===== src/common/itc_pkg.sv =====
/*
 * Constants for the interrupt pin and tilt threshold configuration block:
 * register addresses, field positions, reset values and detector encodings.
 * Assumes an 8-bit register address and an 8-bit data path.
 */
package itc_pkg;
    localparam logic [7:0] ADDR_INTR_STATUS      = 8'h14;
    localparam logic [7:0] ADDR_COMM_CONTROL     = 8'h31;
    localparam logic [7:0] ADDR_INTR_PIN_CONTROL = 8'h33;
    localparam logic [7:0] ADDR_TILT_THRESH_LOW  = 8'h40;
    localparam logic [7:0] ADDR_TILT_THRESH_HIGH = 8'h41;

    localparam logic [7:0] RST_COMM_CONTROL      = 8'h00;
    localparam logic [7:0] RST_INTR_PIN_CONTROL  = 8'h00;
    localparam logic [7:0] RST_TILT_THRESH_LOW   = 8'h00;
    localparam logic [7:0] RST_TILT_THRESH_HIGH  = 8'h00;
    localparam logic [7:0] RST_INTR_FLAGS        = 8'h00;

    // Communication control fields
    localparam int BIT_IRQ_PIN_SWAP          = 4;
    localparam int BIT_THREE_WIRE_ENABLE     = 5;
    localparam int BIT_BITMASK_CLEAR_ENABLE  = 6;
    // Bits that read back; 0,1 read zero, 2,3,7 kept as written
    localparam logic [7:0] COMM_READ_MASK    = 8'hfc;

    // Interrupt pin control fields
    localparam int BIT_PIN_A_ACTIVE_HIGH     = 2;
    localparam int BIT_PIN_A_PUSH_PULL       = 3;
    localparam int BIT_PIN_B_ACTIVE_HIGH     = 6;
    localparam int BIT_PIN_B_PUSH_PULL       = 7;

    // Interrupt status flag position of the tilt-35 event
    localparam int BIT_TILT35_FLAG           = 4;

    localparam int TILT_THRESHOLD_W          = 15;
    localparam int SAMPLE_W                  = 16;

    typedef enum logic [1:0] {
        ITC_POS_FLAT,
        ITC_POS_TILT,
        ITC_POS_FLIP
    } itc_position_e;
endpackage : itc_pkg


===== src/hw/itc_config.sv =====
/*
 * Interrupt pin routing and drive, serial three-wire data pin control,
 * interrupt flag clearing and the shared tilt/flip threshold with its
 * flat/tilt/flip and tilt-35 comparisons.
 * Assumes the serial register front end presents one-cycle read/write
 * strobes with an 8-bit address and data, synchronous to clk.
 * Pin B general-output mode and the Z inputs come from elsewhere in the device.
 */
`timescale 1ns/100ps
module itc_config (
    // Clock and reset
    input  wire logic                clk,
    input  wire logic                rst_n,
    // Register access from serial front end
    input  wire logic                reg_wr,
    input  wire logic                reg_rd,
    input  wire logic [7:0]          reg_addr,
    input  wire logic [7:0]          reg_wdata,
    output logic      [7:0]          reg_rdata,
    // Interrupt request sources and events
    input  wire logic                irq_source_a,
    input  wire logic                irq_source_b,
    input  wire logic [7:0]          intr_event,
    input  wire logic                pin_b_gpio_mode,
    // Tilt detection inputs
    input  wire logic                sample_valid,
    input  wire logic [15:0]         tilt_sample,
    input  wire logic                z_negative,
    input  wire logic                z_orient,
    // Detector results
    output logic [1:0]               position,
    output logic                     tilt35_detect,
    output logic [7:0]               intr_flags,
    // Interrupt pins, enable low while driving
    output logic                     irq_pin_a_o,
    output logic                     irq_pin_a_oe_n,
    output logic                     irq_pin_b_o,
    output logic                     irq_pin_b_oe_n,
    // Serial data pin direction and bitmask clear enable
    output logic                     serial_out_pin_bidir,
    output logic                     bitmask_clear_enable
);
    logic [7:0]  comm_control,        next_comm_control;
    logic [7:0]  intr_pin_control,    next_intr_pin_control;
    logic [7:0]  tilt_threshold_low,  next_tilt_threshold_low;
    logic [7:0]  tilt_threshold_high, next_tilt_threshold_high;
    logic [7:0]  next_intr_flags;
    logic [7:0]  next_reg_rdata;
    logic [1:0]  next_position;
    logic        next_tilt35_detect;
    logic        next_pin_a_o, next_pin_a_oe_n, next_pin_b_o, next_pin_b_oe_n;
    logic        req_a, req_b, b_level;
    logic [14:0] tilt_threshold;
    logic [15:0] sample_mag;
    logic        status_wr;
    logic [7:0]  flag_clear;

    assign tilt_threshold = {tilt_threshold_high[6:0], tilt_threshold_low};

    // Any write to the status address is a clear request
    assign status_wr = reg_wr && (reg_addr == itc_pkg::ADDR_INTR_STATUS);

    // Per-flag clear: every flag, or only those written as one
    for (genvar i = 0; i < 8; i++) begin : g_flag_clear
        assign flag_clear[i] = status_wr
            && (!comm_control[itc_pkg::BIT_BITMASK_CLEAR_ENABLE]
                || reg_wdata[i]);
    end

    // Configuration register writes
    always_comb begin
        next_comm_control        = comm_control;
        next_intr_pin_control    = intr_pin_control;
        next_tilt_threshold_low  = tilt_threshold_low;
        next_tilt_threshold_high = tilt_threshold_high;
        if (reg_wr) begin
            case (reg_addr)
                itc_pkg::ADDR_COMM_CONTROL:     next_comm_control = reg_wdata;
                itc_pkg::ADDR_INTR_PIN_CONTROL: next_intr_pin_control = reg_wdata;
                itc_pkg::ADDR_TILT_THRESH_LOW:  next_tilt_threshold_low = reg_wdata;
                itc_pkg::ADDR_TILT_THRESH_HIGH: next_tilt_threshold_high = reg_wdata;
                default: ;
            endcase
        end
    end

    // Interrupt flags; events set after clear so a same-cycle event survives
    always_comb begin
        next_intr_flags = (intr_flags & ~flag_clear) | intr_event;
        if (next_tilt35_detect)
            next_intr_flags[itc_pkg::BIT_TILT35_FLAG] = 1'b1;
    end

    // Read data
    always_comb begin
        next_reg_rdata = reg_rdata;
        if (reg_rd) begin
            case (reg_addr)
                itc_pkg::ADDR_COMM_CONTROL:
                    next_reg_rdata = comm_control & itc_pkg::COMM_READ_MASK;
                itc_pkg::ADDR_INTR_STATUS: next_reg_rdata = intr_flags;
                default:                   next_reg_rdata = 8'h00;
            endcase
        end
    end

    // Tilt detection
    always_comb begin
        sample_mag         = tilt_sample[15] ? 16'(-tilt_sample) : tilt_sample;
        next_position      = position;
        next_tilt35_detect = 1'b0;
        // Equal to threshold: position held, no tilt-35 event
        if (sample_valid) begin
            if (sample_mag > {1'b0, tilt_threshold}) begin
                next_position      = 2'(itc_pkg::ITC_POS_TILT);
                next_tilt35_detect = 1'b1;
            end else if (sample_mag < {1'b0, tilt_threshold}) begin
                next_position = (z_negative ^ z_orient) ? 2'(itc_pkg::ITC_POS_FLIP)
                                                        : 2'(itc_pkg::ITC_POS_FLAT);
            end
        end
    end

    // Pin routing and drive
    always_comb begin
        req_a = comm_control[itc_pkg::BIT_IRQ_PIN_SWAP] ? irq_source_b : irq_source_a;
        req_b = comm_control[itc_pkg::BIT_IRQ_PIN_SWAP] ? irq_source_a : irq_source_b;
        b_level = pin_b_gpio_mode ? 1'b1 : req_b;
        // Polarity: asserted level equals the active-high bit
        next_pin_a_o = req_a ~^ intr_pin_control[itc_pkg::BIT_PIN_A_ACTIVE_HIGH];
        next_pin_b_o = b_level ~^ intr_pin_control[itc_pkg::BIT_PIN_B_ACTIVE_HIGH];
        // Open-drain: enable follows level, so only a low is ever driven
        if (intr_pin_control[itc_pkg::BIT_PIN_A_PUSH_PULL])
            next_pin_a_oe_n = 1'b0;
        else
            next_pin_a_oe_n = next_pin_a_o;
        if (intr_pin_control[itc_pkg::BIT_PIN_B_PUSH_PULL])
            next_pin_b_oe_n = 1'b0;
        else
            next_pin_b_oe_n = next_pin_b_o;
    end

    // Configuration registers and their pin-facing copies
    always_ff @(posedge clk) begin
        if (!rst_n) begin
            comm_control         <= itc_pkg::RST_COMM_CONTROL;
            intr_pin_control     <= itc_pkg::RST_INTR_PIN_CONTROL;
            tilt_threshold_low   <= itc_pkg::RST_TILT_THRESH_LOW;
            tilt_threshold_high  <= itc_pkg::RST_TILT_THRESH_HIGH;
            serial_out_pin_bidir <= 1'b0;
            bitmask_clear_enable <= 1'b0;
        end else begin
            comm_control         <= next_comm_control;
            intr_pin_control     <= next_intr_pin_control;
            tilt_threshold_low   <= next_tilt_threshold_low;
            tilt_threshold_high  <= next_tilt_threshold_high;
            serial_out_pin_bidir <= next_comm_control[itc_pkg::BIT_THREE_WIRE_ENABLE];
            bitmask_clear_enable <= next_comm_control[itc_pkg::BIT_BITMASK_CLEAR_ENABLE];
        end
    end

    // Sticky interrupt flags
    always_ff @(posedge clk) begin
        if (!rst_n) begin
            intr_flags <= itc_pkg::RST_INTR_FLAGS;
        end else begin
            intr_flags <= next_intr_flags;
        end
    end

    // Read data holds until the next read
    always_ff @(posedge clk) begin
        if (!rst_n) begin
            reg_rdata <= 8'h00;
        end else begin
            reg_rdata <= next_reg_rdata;
        end
    end

    // Detector results
    always_ff @(posedge clk) begin
        if (!rst_n) begin
            position      <= 2'(itc_pkg::ITC_POS_FLAT);
            tilt35_detect <= 1'b0;
        end else begin
            position      <= next_position;
            tilt35_detect <= next_tilt35_detect;
        end
    end

    // Pin levels and drive enables, released during reset
    always_ff @(posedge clk) begin
        if (!rst_n) begin
            irq_pin_a_o    <= 1'b1;
            irq_pin_a_oe_n <= 1'b1;
            irq_pin_b_o    <= 1'b1;
            irq_pin_b_oe_n <= 1'b1;
        end else begin
            irq_pin_a_o    <= next_pin_a_o;
            irq_pin_a_oe_n <= next_pin_a_oe_n;
            irq_pin_b_o    <= next_pin_b_o;
            irq_pin_b_oe_n <= next_pin_b_oe_n;
        end
    end
endmodule : itc_config


===== config.mk =====
export PLATFORM = sky130hd
export DESIGN_NAME = itc_config
export DESIGN_NICKNAME = d
export VERILOG_FILES = /design/src/common/itc_pkg.sv /design/src/hw/itc_config.sv
export SDC_FILE = /design/constraint.sdc
export NUM_CORES = 1
export LEC_CHECK = 0
export BUFFER_PORTS_ARGS = -buffer_cell sky130_fd_sc_hd__buf_2
export CAP_MARGIN = 20
export CORE_UTILIZATION = 40
export DETAILED_ROUTE_END_ITERATION = 8
export PLACE_DENSITY = 0.63
export SKIP_CTS_REPAIR_TIMING = 1
export SYNTH_ARGS = -nofsm -noshare
export SYNTH_HDL_FRONTEND = slang
export SYNTH_SLANG_ARGS = --single-unit

===== constraint.sdc =====
create_clock -name clk -period 4.7 [get_ports clk]
set_clock_uncertainty 0.1 [all_clocks]
set_input_delay 0.94 -clock clk [delete_from_list [all_inputs] [get_ports clk]]
set_output_delay 0.94 -clock clk [all_outputs]
set_load 0.02 [all_outputs]

==> results by group <==
Route
  – Count of routing violations after the opening detailed-route iteration: 95
  – Routed wire per std cell: 13.04 um
  – Via density per instance: 5.041
  – DRC: 0
  – Total wire length after detailed routing: 5.712 mm
  – First-pass iteration count of the detailed router: 4
  – Post-route antenna net violation count: 0
  – Number of vias after detailed routing: 2208

Pwr
  – Leakage dissipation: 0.001300 uW
  – Peak VDD IR: 0.0001417 V
  – Power density over cell area: 283.1 nW/um^2

Synthesis
  – Count of distinct cell types in the synthesized netlist: 37
  – Netlist Area Pre-Place: 2492 sq um
  – Commonest cells in the synthesized netlist: 48 x dfxtp_1, 39 x nor2_1, 27 x mux2i_1
  – Average cell area after synthesis: 8.624 sq um
  – Commonest register cell after synthesis: dfxtp_1
  – Net count of the mapped netlist: 355
  – Combinational family with the most area after synthesis: simple AND/OR/NAND/NOR gates
  – Simple-gate share of the synthesized area: 0.1737
  – Dominant cell type by area after synthesis: dfxtp_1
  – Number of enable-type register cells in the synthesized netlist: 0
  – Top-count cell post-synth: dfxtp_1
  – Synth top area share: 0.3855
  – Synthesized instance count: 289
  – Share of the synthesized netlist area taken by xor and xnor gates: 0.05622
  – Part of the Yosys area used for sequential elements: 0.3855
  – Compound-Gate Fraction of Synth Area: 0.1521
  – Area share of fa/ha/maj cells after synthesis: 0.08032
  – Seq cells post-synth: 48
  – Async set or reset register ratio after synthesis: 0
  – Synthesis Warnings: 0
  – Synth top area cells: dfxtp_1 39%, mux2i_1 11%, ha_1 8.0%
  – Multiplexer fraction of the synthesized cell area: 0.1084

Floorplan
  – Initial core utilization: 0.4185
  – IO Pins: 75
  – Die Ht: 80.94 um
  – Area of the placeable core: 5956 sq um
  – Site Rows: 28
  – Die X: 80.94 um
  – Die outline area: 6550 sq um

Placement
  – Pre-CTS setup slack: 0.7112 ns
  – Number of buffers inserted by port buffering: 74
  – DP HPWL: 4.491 mm
  – Placement-stage cell area: 2923 sq um
  – Final Wtd Congestion: 0.7594

GRT
  – Total global-route track usage: 0.1846
  – First-pass GRT wire length: 9.252 mm
  – Leftover overflow at the end of global routing: 0
  – Number of global-route vias before repair: 1980
  – Met1 GRT Util: 0.2461
  – Met3 usage in global routing: 0.03146
  – Largest net degree at the start of global routing: 37
  – Number of antenna violations at the first check in global routing: 0
  – Met2 capacity usage during global routing: 0.3042
  – Most utilized layer in the global route result: met2

Cells and area
  – Post-Layout Inst Area: 3054 sq um
  – Fin nets: 428
  – Number of antenna repair diodes: 0
  – Syn-to-layout area delta: 22.54%
  – Final standard cell utilization of the core: 0.5128
  – Filler Cell Count: 618
  – Layout cell share with drive strength beyond 1: 0.2397

Critical path
  – Category of the worst setup path launch point: input port
  – CP max-delay cell: or4_4
  – Sum of buffers and inverters on the critical path: 1
  – Maximum net fanout on the critical path: 4
  – Cells along the critical path: buf_2 > or4_4 > or3_4 > o21ai_0 > xnor2_1 > ha_1 > nand3_1 > or3_1 > o211ai_1 > a211o_1 > nor3b_1 > mux2i_1
  – Critical Setup Path Class: input port to register
  – Cell family with most CP delay: simple AND/OR/NAND/NOR gates
  – Critical path's largest stage delay: 0.52 ns
  – Critical path arrival: 3.78 ns
  – Data required, critical path: 4.83 ns
  – Critical Path Sink Type: register

STA
  – Relative slew slack: 0.4860
  – Worst Tran Pin Value: 0.7693 ns
  – Max-slew violation count: 0
  – Final critical-path share of the clock period: 0.7746
  – Top achievable clock speed: 274.7 MHz
  – Number of setup violations in the final report: 0
  – Worst setup margin: 1.059 ns
  – Shortest clock period the worst path allows after layout: 3.641 ns
  – Final hold slack: 0.3559 ns
  – Post-route setup TNS: 0 ns
  – Final hold vios: 0
  – Unrepaired setup endpoints after global routing: no

Clock network
  – H-tree depth: 2
  – CTS tree: done
  – CTS clock-pin slew for the worst setup and hold paths: 0.09 ns
  – Clk Latency, worst-skew pair: 0.31 ns
  – Num Clock Sinks: 48
  – Buffer depth of the longest clock path: 2
  – Total clock buffers created by CTS: 5
  – Clock root buffer: clkbuf_8

Outcome
  – Status: complete, no violations

Min path
  – Worst hold path class: register to register

Flow run
  – Reported max-cap violation count: 0
cells by family (layout without fill, tap and decap cells):
kind of cell,Yosys count,after routing
simple gates,88,88
flops,48,48
buf+inv,29,103
xor+xnor,16,16
compound gates,65,65
fa+ha+maj,16,16
mux,27,27
layer usage:
layer  share of wire  up-vias  wire length, um
li1                -     1152                -
met1            0.48      976             2719
met2            0.45       75             2570
met3           0.065        5              370
met4          0.0089        0               51
met5               0        -                0
sequential cells by signal (all words and copies together), names as in the netlist:
name,count
bitmask_clear_enable,1
comm_control,5
intr_flags,8
intr_pin_control,4
irq_pin_a_o,1
irq_pin_a_oe_n,1
irq_pin_b_o,1
irq_pin_b_oe_n,1
position,2
reg_rdata,8
tilt35_detect,1
tilt_threshold_high,7
tilt_threshold_low,8
power breakdown:
| group | switching, uW | internal, uW |
|---|---|---|
| Clock | 141 | 158 |
| Combinational | 80.6 | 60.6 |
| Sequential | 6.40 | 418 |
placed cells by master, fill, tap and decap left out, types with 3 or more instances in the layout:
master	instances
o21ai_0	23
and3_1	3
nand2b_1	4
nand2_1	20
a21oi_1	23
ha_1	16
inv_1	19
nor2_1	39
mux2i_1	27
a22oi_1	6
dfxtp_1	48
clkbuf_8	5
nand3_1	5
buf_2	74
xnor2_1	15
nor3b_1	3
nor4_1	4
final timing paths:
| path | start | to | slack (ns) | depth (start not counted) |
|---|---|---|---|---|
| worst max-delay path | tilt_sample[9] | position[1]$_SDFFE_PN0P_ | 1.06 | 12 |
| worst min-delay path | intr_pin_control[3]$_SDFFE_PN0P_ | irq_pin_a_oe_n$_SDFF_PN1_ | 0.36 | 1 |
| worst max register to register | tilt_threshold_high[5]$_SDFFE_PN0P_ | position[1]$_SDFFE_PN0P_ | 2.54 | 8 |
| worst min register to register | intr_pin_control[3]$_SDFFE_PN0P_ | irq_pin_a_oe_n$_SDFF_PN1_ | 0.36 | 1 |
final cells by class:
| cell class | instances | area, sq um | share of cell area |
|---|---|---|---|
| Clock buffer | 5 | 68.82 | 0.02253 |
| Clock inverter | 3 | 42.54 | 0.01393 |
| Inverter | 20 | 75.07 | 0.02458 |
| Multi-Input combinational cell | 212 | 1423 | 0.4658 |
| Sequential cell | 48 | 960.9 | 0.3146 |
| Tap cell | 75 | 93.84 | 0.03073 |
| Timing Repair Buffer | 75 | 390.4 | 0.1278 |
per-stage QoR:
stage	total power (uW)	instances
after floorplan	516.0	289
after global placement	571.7	429
after detailed placement	574.6	429
after CTS	868.6	437
after global routing	906.4	438
final	864.5	438
No activity file was read; power rests on OpenSTA's default activity.
